File: src/pkg/afs_defines.svh
// Register offsets, field positions, reset values and bus codes of the bridge
`ifndef AFS_DEFINES_SVH
`define AFS_DEFINES_SVH
`define AFS_REG_CTRL             4'h0
`define AFS_REG_NB_BASE          4'h4
`define AFS_REG_NB_MASK          4'h8
`define AFS_REG_STATUS           4'hC
`define AFS_CTRL_BUF_EN_BIT      0
`define AFS_CTRL_NB_EN_BIT       1
`define AFS_CTRL_RESET           2'h1
`define AFS_NB_BASE_RESET        32'h0000_0000
`define AFS_NB_MASK_RESET        32'h0000_0000
`define AFS_STAT_SLOW_BUSY_BIT   0
`define AFS_STAT_BUF_BUSY_BIT    1
`define AFS_STAT_ERRCNT_LSB      8
`define AFS_TRANS_IDLE           2'h0
`define AFS_TRANS_BUSY           2'h1
`define AFS_TRANS_NONSEQ         2'h2
`define AFS_TRANS_SEQ            2'h3
`define AFS_BURST_SINGLE         3'h0
`define AFS_HPROT_BUFFERABLE_BIT 2
`endif

File: src/pkg/afs_pkg.sv
// Types shared by the bridge modules
`default_nettype none
package afs_pkg;
   typedef enum {FAST_IDLE, FAST_WAIT} afs_fast_state_t;
   typedef enum {SLOW_IDLE, SLOW_ADDR, SLOW_DATA} afs_slow_state_t;
   typedef logic [1:0] afs_trans_t;
   typedef logic [2:0] afs_burst_t;
endpackage
`default_nettype wire

File: src/pkg/afs_link_if.sv
// Carrier between the bridge core, its error responder and its burst mapper
`default_nettype none
interface afs_link_if;
   import afs_pkg::*;
   logic       errStart;
   logic       errResp;
   logic       errWait;
   afs_trans_t rawTrans;
   afs_trans_t mapTrans;
   afs_burst_t rawBurst;
   afs_burst_t mapBurst;
   modport core (output errStart, rawTrans, rawBurst,
                 input  errResp, errWait, mapTrans, mapBurst);
   modport errgen (input errStart, output errResp, errWait);
   modport bmap (input rawTrans, rawBurst, output mapTrans, mapBurst);
endinterface
`default_nettype wire

File: src/rtl/afs_bridge.sv
// AHB fast-to-slow bridge with optional write buffer and register slave
//
// Implementation choices: the register offsets and the Avalon-MM interface to the registers.
`include "afs_defines.svh"
`default_nettype none
module afs_bridge
   import afs_pkg::*;
#(
   parameter int address_width_param        = 32,
   parameter int data_width_param           = 32,
   parameter int master_id_width_param      = 1,
   parameter bit burst_support_param        = 1'b0,
   parameter bit write_buffer_present_param = 1'b0,
   parameter bit mask_read_data_param       = 1'b1
)(
   input  wire logic                             mclk,
   input  wire logic                             nrst,
   input  wire logic                             slow_cycle_enable,
   input  wire logic                             exclStore,
   input  wire logic                             hsel,
   input  wire logic [address_width_param-1:0]   haddr,
   input  wire logic [1:0]                       htrans,
   input  wire logic [2:0]                       hsize,
   input  wire logic                             hwrite,
   input  wire logic [2:0]                       hburst,
   input  wire logic [3:0]                       hprot,
   input  wire logic [master_id_width_param-1:0] hmaster,
   input  wire logic                             hmastlock,
   input  wire logic [data_width_param-1:0]      hwdata,
   input  wire logic                             hready,
   output logic      [data_width_param-1:0]      upstream_read_data,
   output logic                                  upstream_ready_out,
   output logic                                  upstream_response,
   output logic      [address_width_param-1:0]   haddrM,
   output logic      [1:0]                       htransM,
   output logic      [2:0]                       hsizeM,
   output logic                                  hwriteM,
   output logic      [2:0]                       hburstM,
   output logic      [3:0]                       hprotM,
   output logic      [master_id_width_param-1:0] hmasterM,
   output logic                                  hmastlockM,
   output logic      [data_width_param-1:0]      hwdataM,
   input  wire logic [data_width_param-1:0]      hrdataM,
   input  wire logic                             hreadyM,
   input  wire logic                             hrespM,
   output logic                                  buffered_write_error_pulse,
   input  wire logic [3:0]                       avAddress,
   input  wire logic                             avRead,
   input  wire logic                             avWrite,
   input  wire logic [31:0]                      avWriteData,
   input  wire logic [3:0]                       avByteEnable,
   output logic      [31:0]                      avReadData,
   output logic                                  avWaitRequest
);
   afs_link_if lnk ();

   afs_err_resp u_err (
      .mclk (mclk),
      .nrst (nrst),
      .lnk  (lnk)
   );

   afs_burst_map #(.burst_support_param(burst_support_param)) u_bmap (
      .lnk (lnk)
   );

   afs_fast_state_t                  fastState;
   afs_slow_state_t                  slowState;
   logic [address_width_param-1:0]   holdAddr;
   logic [1:0]                       holdTrans;
   logic [2:0]                       holdSize;
   logic                             holdWrite;
   logic [2:0]                       holdBurst;
   logic [3:0]                       holdProt;
   logic [master_id_width_param-1:0] holdMaster;
   logic                             holdLock;
   logic                             holdBuf;
   logic                             issued;
   logic                             slowBuf;
   logic [1:0]                       ctrl;
   logic [31:0]                      nbBase;
   logic [31:0]                      nbMask;
   logic [7:0]                       errCount;
   logic [31:0]                      byteMask;
   logic [31:0]                      statusWord;
   logic                             accept;
   logic                             nbHit;
   logic                             bufferable;
   logic                             issue;
   logic                             slowDone;
   logic                             readyWait;
   logic                             fastReady;
   logic                             regWrite;

   assign accept = hsel && htrans[1] && hready;
   assign nbHit  = ctrl[`AFS_CTRL_NB_EN_BIT] &&
                   (((haddr ^ nbBase[address_width_param-1:0]) &
                     nbMask[address_width_param-1:0]) == '0);
   // Buffering only when built in, enabled, a posted-safe write, not exclusive and outside the non-bufferable region
   assign bufferable = write_buffer_present_param && ctrl[`AFS_CTRL_BUF_EN_BIT] &&
                       hwrite && hprot[`AFS_HPROT_BUFFERABLE_BIT] &&
                       !exclStore && !nbHit;

   // Issue waits for an idle slow bus, so a second transfer stays held
   assign issue    = (fastState == FAST_WAIT) && !issued && (slowState == SLOW_IDLE);
   assign slowDone = slow_cycle_enable && hreadyM && (slowState == SLOW_DATA);

   // Buffered write answers when it leaves for the slow side
   assign readyWait = holdBuf ? issue : (issued && slowDone && !hrespM);
   assign lnk.errStart = (fastState == FAST_WAIT) && !holdBuf && issued &&
                         slowDone && hrespM;
   assign lnk.rawTrans = holdTrans;
   assign lnk.rawBurst = holdBurst;

   always_comb begin
      if (lnk.errResp) begin
         fastReady = !lnk.errWait;
      end else if (fastState == FAST_IDLE) begin
         fastReady = 1'b1;
      end else begin
         fastReady = readyWait;
      end
   end

   // Ready and read data are combinational so slow completion costs no fast cycle
   assign upstream_ready_out = fastReady;
   assign upstream_read_data = (mask_read_data_param && !fastReady) ?
                               '0 : hrdataM;
   assign upstream_response  = lnk.errResp;

   always_ff @(posedge mclk or negedge nrst) begin
      if (!nrst) begin
         fastState <= FAST_IDLE;
      end else if (accept && (fastState == FAST_IDLE || readyWait || lnk.errResp)) begin
         fastState <= FAST_WAIT;
      end else if (fastState == FAST_WAIT && (readyWait || lnk.errStart)) begin
         fastState <= FAST_IDLE;
      end
   end

   always_ff @(posedge mclk or negedge nrst) begin
      if (!nrst) begin
         holdAddr   <= '0;
         holdTrans  <= `AFS_TRANS_IDLE;
         holdSize   <= 3'h0;
         holdWrite  <= 1'b0;
         holdBurst  <= `AFS_BURST_SINGLE;
         holdProt   <= 4'h0;
         holdMaster <= '0;
         holdLock   <= 1'b0;
         holdBuf    <= 1'b0;
      end else if (accept) begin
         holdAddr   <= haddr;
         holdTrans  <= htrans;
         holdSize   <= hsize;
         holdWrite  <= hwrite;
         holdBurst  <= hburst;
         holdProt   <= hprot;
         holdMaster <= hmaster;
         holdLock   <= hmastlock;
         holdBuf    <= bufferable;
      end
   end

   always_ff @(posedge mclk or negedge nrst) begin
      if (!nrst) begin
         issued <= 1'b0;
      end else if (accept) begin
         issued <= 1'b0;
      end else if (issue) begin
         issued <= 1'b1;
      end
   end

   // Slow side; a new address phase may be loaded at any edge, advancing needs enable
   always_ff @(posedge mclk or negedge nrst) begin
      if (!nrst) begin
         slowState  <= SLOW_IDLE;
         haddrM     <= '0;
         htransM    <= `AFS_TRANS_IDLE;
         hsizeM     <= 3'h0;
         hwriteM    <= 1'b0;
         hburstM    <= `AFS_BURST_SINGLE;
         hprotM     <= 4'h0;
         hmasterM   <= '0;
         hmastlockM <= 1'b0;
         hwdataM    <= '0;
         slowBuf    <= 1'b0;
      end else begin
         case (slowState)
            SLOW_IDLE: begin
               if (issue) begin
                  slowState  <= SLOW_ADDR;
                  haddrM     <= holdAddr;
                  htransM    <= lnk.mapTrans;
                  hsizeM     <= holdSize;
                  hwriteM    <= holdWrite;
                  hburstM    <= lnk.mapBurst;
                  hprotM     <= holdProt;
                  hmasterM   <= holdMaster;
                  hmastlockM <= holdLock;
                  slowBuf    <= holdBuf;
                  // Master holds its write data until answered, so it is safe here
                  if (holdWrite) begin
                     hwdataM <= hwdata;
                  end
               end
            end
            SLOW_ADDR: begin
               if (slow_cycle_enable && hreadyM) begin
                  slowState <= SLOW_DATA;
                  // Park inside a forwarded burst rather than break it
                  htransM   <= (hburstM != `AFS_BURST_SINGLE) ?
                               `AFS_TRANS_BUSY : `AFS_TRANS_IDLE;
               end
            end
            SLOW_DATA: begin
               if (slowDone) begin
                  slowState <= SLOW_IDLE;
               end
            end
            default: begin
               slowState <= SLOW_IDLE;
            end
         endcase
      end
   end

   // Posted write failed after its OKAY; only an event is left to report
   always_ff @(posedge mclk or negedge nrst) begin
      if (!nrst) begin
         buffered_write_error_pulse <= 1'b0;
      end else begin
         buffered_write_error_pulse <= slowDone && hrespM && slowBuf;
      end
   end

   always_ff @(posedge mclk or negedge nrst) begin
      if (!nrst) begin
         errCount <= 8'h00;
      end else if (slowDone && hrespM && slowBuf) begin
         errCount <= errCount + 8'h01;
      end
   end

   genvar gi;
   generate
      for (gi = 0; gi < 4; gi++) begin : g_be
         assign byteMask[gi*8 +: 8] = {8{avByteEnable[gi]}};
      end
   endgenerate

   always_comb begin
      statusWord = 32'h0000_0000;
      statusWord[`AFS_STAT_SLOW_BUSY_BIT] = (slowState != SLOW_IDLE);
      statusWord[`AFS_STAT_BUF_BUSY_BIT]  = (slowState != SLOW_IDLE) && slowBuf;
      statusWord[`AFS_STAT_ERRCNT_LSB +: 8] = errCount;
   end

   // One wait cycle per access keeps read data a clean flop output
   assign regWrite = avWrite && !avWaitRequest;

   always_ff @(posedge mclk or negedge nrst) begin
      if (!nrst) begin
         avWaitRequest <= 1'b1;
      end else begin
         avWaitRequest <= !((avRead || avWrite) && avWaitRequest);
      end
   end

   always_ff @(posedge mclk or negedge nrst) begin
      if (!nrst) begin
         avReadData <= 32'h0000_0000;
      end else if (avRead && avWaitRequest) begin
         case (avAddress)
            `AFS_REG_CTRL:    avReadData <= {30'h0000_0000, ctrl};
            `AFS_REG_NB_BASE: avReadData <= nbBase;
            `AFS_REG_NB_MASK: avReadData <= nbMask;
            `AFS_REG_STATUS:  avReadData <= statusWord;
            default:          avReadData <= 32'h0000_0000;
         endcase
      end
   end

   always_ff @(posedge mclk or negedge nrst) begin
      if (!nrst) begin
         ctrl   <= `AFS_CTRL_RESET;
         nbBase <= `AFS_NB_BASE_RESET;
         nbMask <= `AFS_NB_MASK_RESET;
      end else if (regWrite) begin
         case (avAddress)
            `AFS_REG_CTRL: begin
               if (avByteEnable[0]) begin
                  ctrl <= avWriteData[1:0];
               end
            end
            `AFS_REG_NB_BASE: nbBase <= (nbBase & ~byteMask) | (avWriteData & byteMask);
            `AFS_REG_NB_MASK: nbMask <= (nbMask & ~byteMask) | (avWriteData & byteMask);
            default: begin
            end
         endcase
      end
   end
endmodule // afs_bridge
`default_nettype wire

File: src/rtl/afs_burst_map.sv
// Burst pass-through or conversion to single transfers
`include "afs_defines.svh"
`default_nettype none
module afs_burst_map
   import afs_pkg::*;
#(
   parameter bit burst_support_param = 1'b0
)(
   afs_link_if.bmap lnk
);
   generate
      if (burst_support_param) begin : g_pass
         assign lnk.mapTrans = lnk.rawTrans;
         assign lnk.mapBurst = lnk.rawBurst;
      end else begin : g_single
         // Every beat leaves as its own NONSEQ single
         assign lnk.mapTrans = `AFS_TRANS_NONSEQ;
         assign lnk.mapBurst = `AFS_BURST_SINGLE;
      end
   endgenerate
endmodule // afs_burst_map
`default_nettype wire

File: src/rtl/afs_err_resp.sv
// Registered two-cycle error response toward the fast segment
`default_nettype none
module afs_err_resp
   import afs_pkg::*;
(
   input  wire logic mclk,
   input  wire logic nrst,
   afs_link_if.errgen lnk
);
   // First cycle holds ready low, second raises it, both flag the error
   always_ff @(posedge mclk or negedge nrst) begin
      if (!nrst) begin
         lnk.errWait <= 1'b0;
         lnk.errResp <= 1'b0;
      end else begin
         lnk.errWait <= lnk.errStart;
         lnk.errResp <= lnk.errStart | lnk.errWait;
      end
   end
endmodule // afs_err_resp
`default_nettype wire

File: config.mk
export PLATFORM = sky130hd
export DESIGN_NAME = afs_bridge
export DESIGN_NICKNAME = d
export VERILOG_FILES = /design/src/pkg/afs_pkg.sv /design/src/pkg/afs_link_if.sv /design/src/rtl/afs_bridge.sv /design/src/rtl/afs_burst_map.sv /design/src/rtl/afs_err_resp.sv
export VERILOG_INCLUDE_DIRS = /design/src /design/src/pkg
export SDC_FILE = /design/constraint.sdc
export NUM_CORES = 1
export LEC_CHECK = 0
export ABC_AREA = 0
export BUFFER_PORTS_ARGS = -buffer_cell sky130_fd_sc_hd__buf_2
export CAP_MARGIN = 20
export CORE_MARGIN = 2
export CORE_UTILIZATION = 43
export DETAILED_ROUTE_END_ITERATION = 6
export GPL_ROUTABILITY_DRIVEN = 0
export MAX_ROUTING_LAYER = met4
export PLACE_DENSITY_LB_ADDON = 0.05
export SYNTH_ARGS = -nofsm -noshare
export SYNTH_HDL_FRONTEND = slang
export SYNTH_SLANG_ARGS = --single-unit
File: constraint.sdc
create_clock -name mclk -period 2.2 [get_ports mclk]
set_input_delay 0.44 -clock mclk [delete_from_list [all_inputs] [get_ports mclk]]
set_output_delay 0.44 -clock mclk [all_outputs]
set_load 0.01 [all_outputs]
# Word level (Yosys, flattened, before mapping)
# Index checks and enable logic that the tools add are counted.
[word_totals]
ff_bits = 284
latch_bits = 0
ramBits = 0
rom_bits = 0
inputBits = 161
out_inout_bits = 147
wordCells = 96
n_memories = 0
[op_classes]
n_addsub = 0
mul = 0
div_mod_pow = 0
n_lt_le_gt_ge = 0
n_eq_ne = 10
n_shift = 0
muxes = 15
n_bitwise = 7
n_reduce_logical = 40
[op_table]
columns = ["cell", "count"]
rows = [
  ["32-bit 2-to-1 mux", 6],
  ["32-bit case mux with 4 select lines", 1],
  ["32-bit AND", 3],
  ["32-bit logical NOT", 3],
  ["32-bit case mux with 3 select lines", 1],
  ["32-bit by 2-bit == test with 1-bit output (second input constant)", 2],
  ["32-bit OR", 2],
  ["32-bit by 1-bit == test with 1-bit output (second input constant)", 1],
  ["32-bit by 3-bit == test with 1-bit output (second input constant)", 1],
  ["32-bit inverter", 1],
  ["32-bit nonzero test", 1],
  ["1-bit logical AND", 16],
  ["3-bit AND reduction", 4],
  ["4-bit == test (second input constant)", 2],
  ["2-bit inequality test (second input constant)", 3],
  ["2-bit AND reduction", 3],
  ["2-bit nonzero test", 3],
  ["1-bit logical NOT", 5],
  ["4-bit by 3-bit == test with 1-bit output (second input constant)", 1],
  ["4-bit logical NOT", 1],
  ["1-bit logical OR", 4],
  ["1-bit 2-to-1 mux", 4],
  ["2-bit 2-to-1 mux", 2],
  ["2-bit case mux with 2 select lines", 1],
  ["1-bit OR", 1],
]

# Logic depth before layout (Yosys ltp)
[depth]
depth_word = 8
mapped_depth = 5
ltp_nobuf = 3

# By module
# A second synthesis with hierarchy kept.
[unflattened]
cells_unflattened = 646
hier_area_um2 = 9258.9
[by_module_without_submodules]
columns = ["mod", "instances", "cells_each", "area_per_inst_um2"]
rows = [
  ["afs_bridge", 1, 636, 9157.5],
  ["afs_err_resp", 1, 3, 56.3],
  ["afs_burst_map", 1, 7, 45.0],
]

# Worst setup path before layout
# Ideal clock, no wire load.
[synth_timing]
kind = "in2out"
start = "in slow_cycle_enable"
end = "out upstream_read_data[10]"
arrival_ns = 1.484
t_required_ns = 1.760
slack_ns = 0.276
cell_stages = 4
path_cell_list = "and4b_1 a31oi_1 clkbuf_1 and2b_1"
[synth_via]
elab_chain_len = 7
[synth_lines]
columns = ["element", "line", "rtl"]
rows = [
  ["from (decl)", "afs_bridge.sv:18", "input wire logic slow_cycle_enable,"],
  ["1-bit logical AND (2 in a row)", "afs_bridge.sv:106", "assign slowDone = slow_cycle_enable && hreadyM && (slowState == SLOW_DATA);"],
  ["1-bit logical AND (2 in a row)", "afs_bridge.sv:109", "assign readyWait = holdBuf ? issue : (issued && slowDone && !hrespM);"],
  ["1-bit 2-to-1 mux", "afs_bridge.sv:118", "end else if (fastState == FAST_IDLE) begin"],
  ["1-bit 2-to-1 mux", "afs_bridge.sv:116", "if (lnk.errResp) begin"],
  ["32-bit 2-to-1 mux", "afs_bridge.sv:127", "assign upstream_read_data = (mask_read_data_param && !fastReady) ?"],
  ["to (decl)", "afs_bridge.sv:31", "output logic [data_width_param-1:0] upstream_read_data,"],
]
# Every way passes these cells.

# Final worst setup path
[layout_timing]
start = "reg slowState[1]"
end = "out upstream_read_data[10]"
[layout_via]
elab_chain_len = 7
[layout_lines]
columns = ["element", "line", "rtl"]
rows = [
  ["from (decl)", "afs_bridge.sv:68", "afs_slow_state_t slowState;"],
  ["from (signal assigned)", "afs_bridge.sv:178", "slowState <= SLOW_IDLE;"],
  ["from (signal assigned)", "afs_bridge.sv:193", "slowState <= SLOW_ADDR;"],
  ["from (signal assigned)", "afs_bridge.sv:211", "slowState <= SLOW_DATA;"],
  ["32-bit by 3-bit == test with 1-bit output", "afs_bridge.sv:106", ""],
  ["1-bit logical AND", "afs_bridge.sv:106", ""],
  ["1-bit logical AND (2 in a row)", "afs_bridge.sv:109", ""],
  ["1-bit 2-to-1 mux", "afs_bridge.sv:118", ""],
  ["1-bit 2-to-1 mux", "afs_bridge.sv:116", ""],
  ["32-bit 2-to-1 mux", "afs_bridge.sv:127", ""],
]
# Every way passes these cells.

==> impl_metrics.csv <==
group,metric,value,unit
detailed_routing,final_antenna_net_count,0,
pwr,pwr-share-seq,0.416,
detailed_routing,drt-total-wl,22.3,mm
floorplan,coreArea,20200,µm²
worst_setup_path,crit_arrival,1830,ps
pwr,power.switching,3790,µW
pwr,power_frac_comb,0.259,
status,status,"complete, but fails checks",
clocking,ctsLongestPathBuffers,3,
layout,fin_nets,1090,
placement,io_buffer_count,297,
placement,place_inst,1167,
clocking,clk_pin_slew,60,ps
synth,synth_area,8830,µm²
worst_setup_path,reg2reg_slack,300,ps
synth,synth_cells,613,
floorplan,die_w,147,µm
layout,utilization,0.581,
detailed_routing,first_pass_iters,4,
pwr,p_clk_frac,0.326,
synth,ys_types,36,
sta,tightest_slew,522,ps
grt,antenna_found_initial,5,
sta,finalMaxSlewViolations,0,
detailed_routing,drc_errors,0,
grt,first_global_vias,6683,
detailed_routing,wl_per_cell,18.2,µm
layout,drive_gt1_frac,0.593,
worst_setup_path,r2r-start,"slowState[0]$_DFFE_PN0P_",
detailed_routing,vias_per_cell,5.01,
job,maxCapViolations,0,
worst_setup_path,worstReg2RegEnd,"hwdataM[6]$_DFFE_PN0P_",
sta,rsz0062_at_grt,"true",
detailed_routing,vias,6121,
layout,layout_common_cells,"buf_2, dfrtp_1, mux2_2",
sta,timing.final.ws_setup,-65.3,ps
placement,hpwl,16.0,mm
floorplan,initial_utilization,0.438,
sta,fin_hold_ws,108,ps
sta,setup_viol,25,
pwr,internal-power,9870,µW
status,violations,"setup timing",
clocking,clock_latency,500,ps
sta,finClkSkew,10.8,ps
floorplan,rows,52,
clocking,cts_sinks,222,
worst_setup_path,critPathMaxFanout,17,
sta,period_share,1.03,
layout,final_cells,1221,
grt,grt_pass1_wl,34.8,mm
layout,areaGrowthSynthToFinish,32.8,%
grt,overflow,0,
pwr,powerDensity,1160,nW/µm²
worst_setup_path,setup.worst_path.start,"slowState[1]$_DFFE_PN0P_",
pwr,power_leakage,0.00582,µW
floorplan,chipHeight,147,µm
worst_setup_path,crit_required,1760,ps
sta,finalCriticalPeriod,2270,ps
worst_setup_path,cp-endpoint,"upstream_read_data[10]",
synth,avgSynthCellArea,14.4,µm²
clocking,h-tree-depth,1,
worst_hold_path,hp-class,"primary input to register",
worst_setup_path,reg2reg_depth,5,
clocking,numCtsBuffers,25,
worst_setup_path,worst_setup_path_start_kind,"register",
sta,fmax,0.441,GHz
pwr,switching_share,0.277,
floorplan,ios,308,
layout,layout_commonest_cell,"buf_2",
worst_setup_path,critPathCaptureType,"output port",
synth,synth_seq_area_share,0.629,
synth,synth-seq-cells,222,
clocking,root_buffer,"clkbuf_16",
floorplan,die_area,21700,µm²
sta,relSlewSlack,0.651,
detailed_routing,first_iter_violations,167,
sta,hold_violations,0,
clocking,cts_tree,"yes",
worst_setup_path,worstSetupPathType,"register to output port",
grt,grt_start_max_net_pins,55,
synth,ys_warn_count,0,
pwr,ir_drop,0.000853,V
grt,track_usage,0.208,
worst min-delay path by stage:
stage	to	from	depth (start not counted)	slack, ps
global placement	avReadData[3]$_DFFE_PN0P_	nrst	1	380
finish	avWaitRequest$_DFF_PN1_	avWrite	2	110
CTS	avWaitRequest$_DFF_PN1_	avWrite	2	90
detailed placement	avReadData[3]$_DFFE_PN0P_	nrst	1	380
floorplan	async pin	nrst	0	140
global route	avWaitRequest$_DFF_PN1_	avWrite	2	100
cell type report:
type                    instances  area [µm²]
flip-flops and latches        222        5560
fillers                      1674        8440
clock buffers                  34         719
well taps                     270         338
inverters                       3        11.3
clock inverters                10         179
multi-input cells             356        3150
diodes                          5        12.5
repair buffers                321        1760
repair_timing:
action / CTS / global route
pin swaps: 1 / 1
setup buffers: 4 / 0
cloned: 1 / 0
gates resized for setup: 5 / 3
endpoints found under the setup margin: 33 / 33
endpoints found under the hold margin: 44 / 0
hold buffers: 1 / 0
cells by family after synthesis:
group,synth area share
flops,0.629
compound gates,0.0553
simple gates,0.0605
mux,0.233
other cells,0.000425
buf+inv,0.0214
cells in the mapped netlist:
cell       count  area (µm²)
dfrtp_1      220        5510
mux2_2       180        2030
nand2_1       37         139
o21ai_0       34         170
a22oi_1       32         240
nor2b_1       21         131
buf_2         16        80.1
clkbuf_1      13        48.8
and2b_1       12        90.1
buf_4          6        45.0
nand3_2        6        60.1
nor2_1         4        15.0
inv_1          3        11.3
a31oi_1        2        12.5
and3_1         2        12.5
dfstp_2        2        52.6
mux2i_1        2        20.0
nand3_1        2        10.0
nor4b_1        2        17.5
a21o_1         1        7.51
a21oi_1        1        5.00
a221oi_1       1        8.76
a2bb2oi_1      1        8.76
a31o_2         1        8.76
and4b_1        1        10.0
buf_1          1        3.75
conb_1         1        3.75
mux2_1         1        11.3
nand2_2        1        6.26
nand4_1        1        6.26
nor4_1         1        6.26
nor4b_4        1        23.8
o211a_1        1        10.0
o21bai_1       1        7.51
o2bb2ai_1      1        8.76
or3_1          1        6.26
worst max-delay path, cell delays in order (launching register included):
cell and delay [ps]:
dfrtp_2 400, and4b_2 230, a31oi_4 210, buf_12 170, and2b_1 180, buf_2 130
stage by stage:
stage	power [µW]	setup slack, ps	TNS, ps	area [µm²]
after floorplan	7630	276	0	8850
after global routing	14400	-147	-3370	11700
after detailed placement	9250	190	0	10700
final	13700	-65.3	-769	11700
after global placement	9070	210	0	10700
after CTS	13900	-145	-3110	11700
routing by layer:
metal  vias up  wire length, µm  part of all wire  global-route usage
met5         -                0                 0                   -
met1      3033             8150              0.37               0.224
met3        46             1670             0.075              0.0522
met4         0              657             0.030              0.0644
li1       2805                -                 -                   -
met2       237            11800              0.53               0.378
power groups by stage:
stage | Clock [µW] | Combinational (µW) | Sequential (µW)
after CTS | 4570 | 3650 | 5690
after global routing | 4750 | 3810 | 5820
after detailed placement | 0 | 3490 | 5760
after floorplan | 0 | 1610 | 6020
after global placement | 0 | 3400 | 5680
final | 4450 | 3530 | 5680
Note: power is estimated with default switching activity, not from simulation.
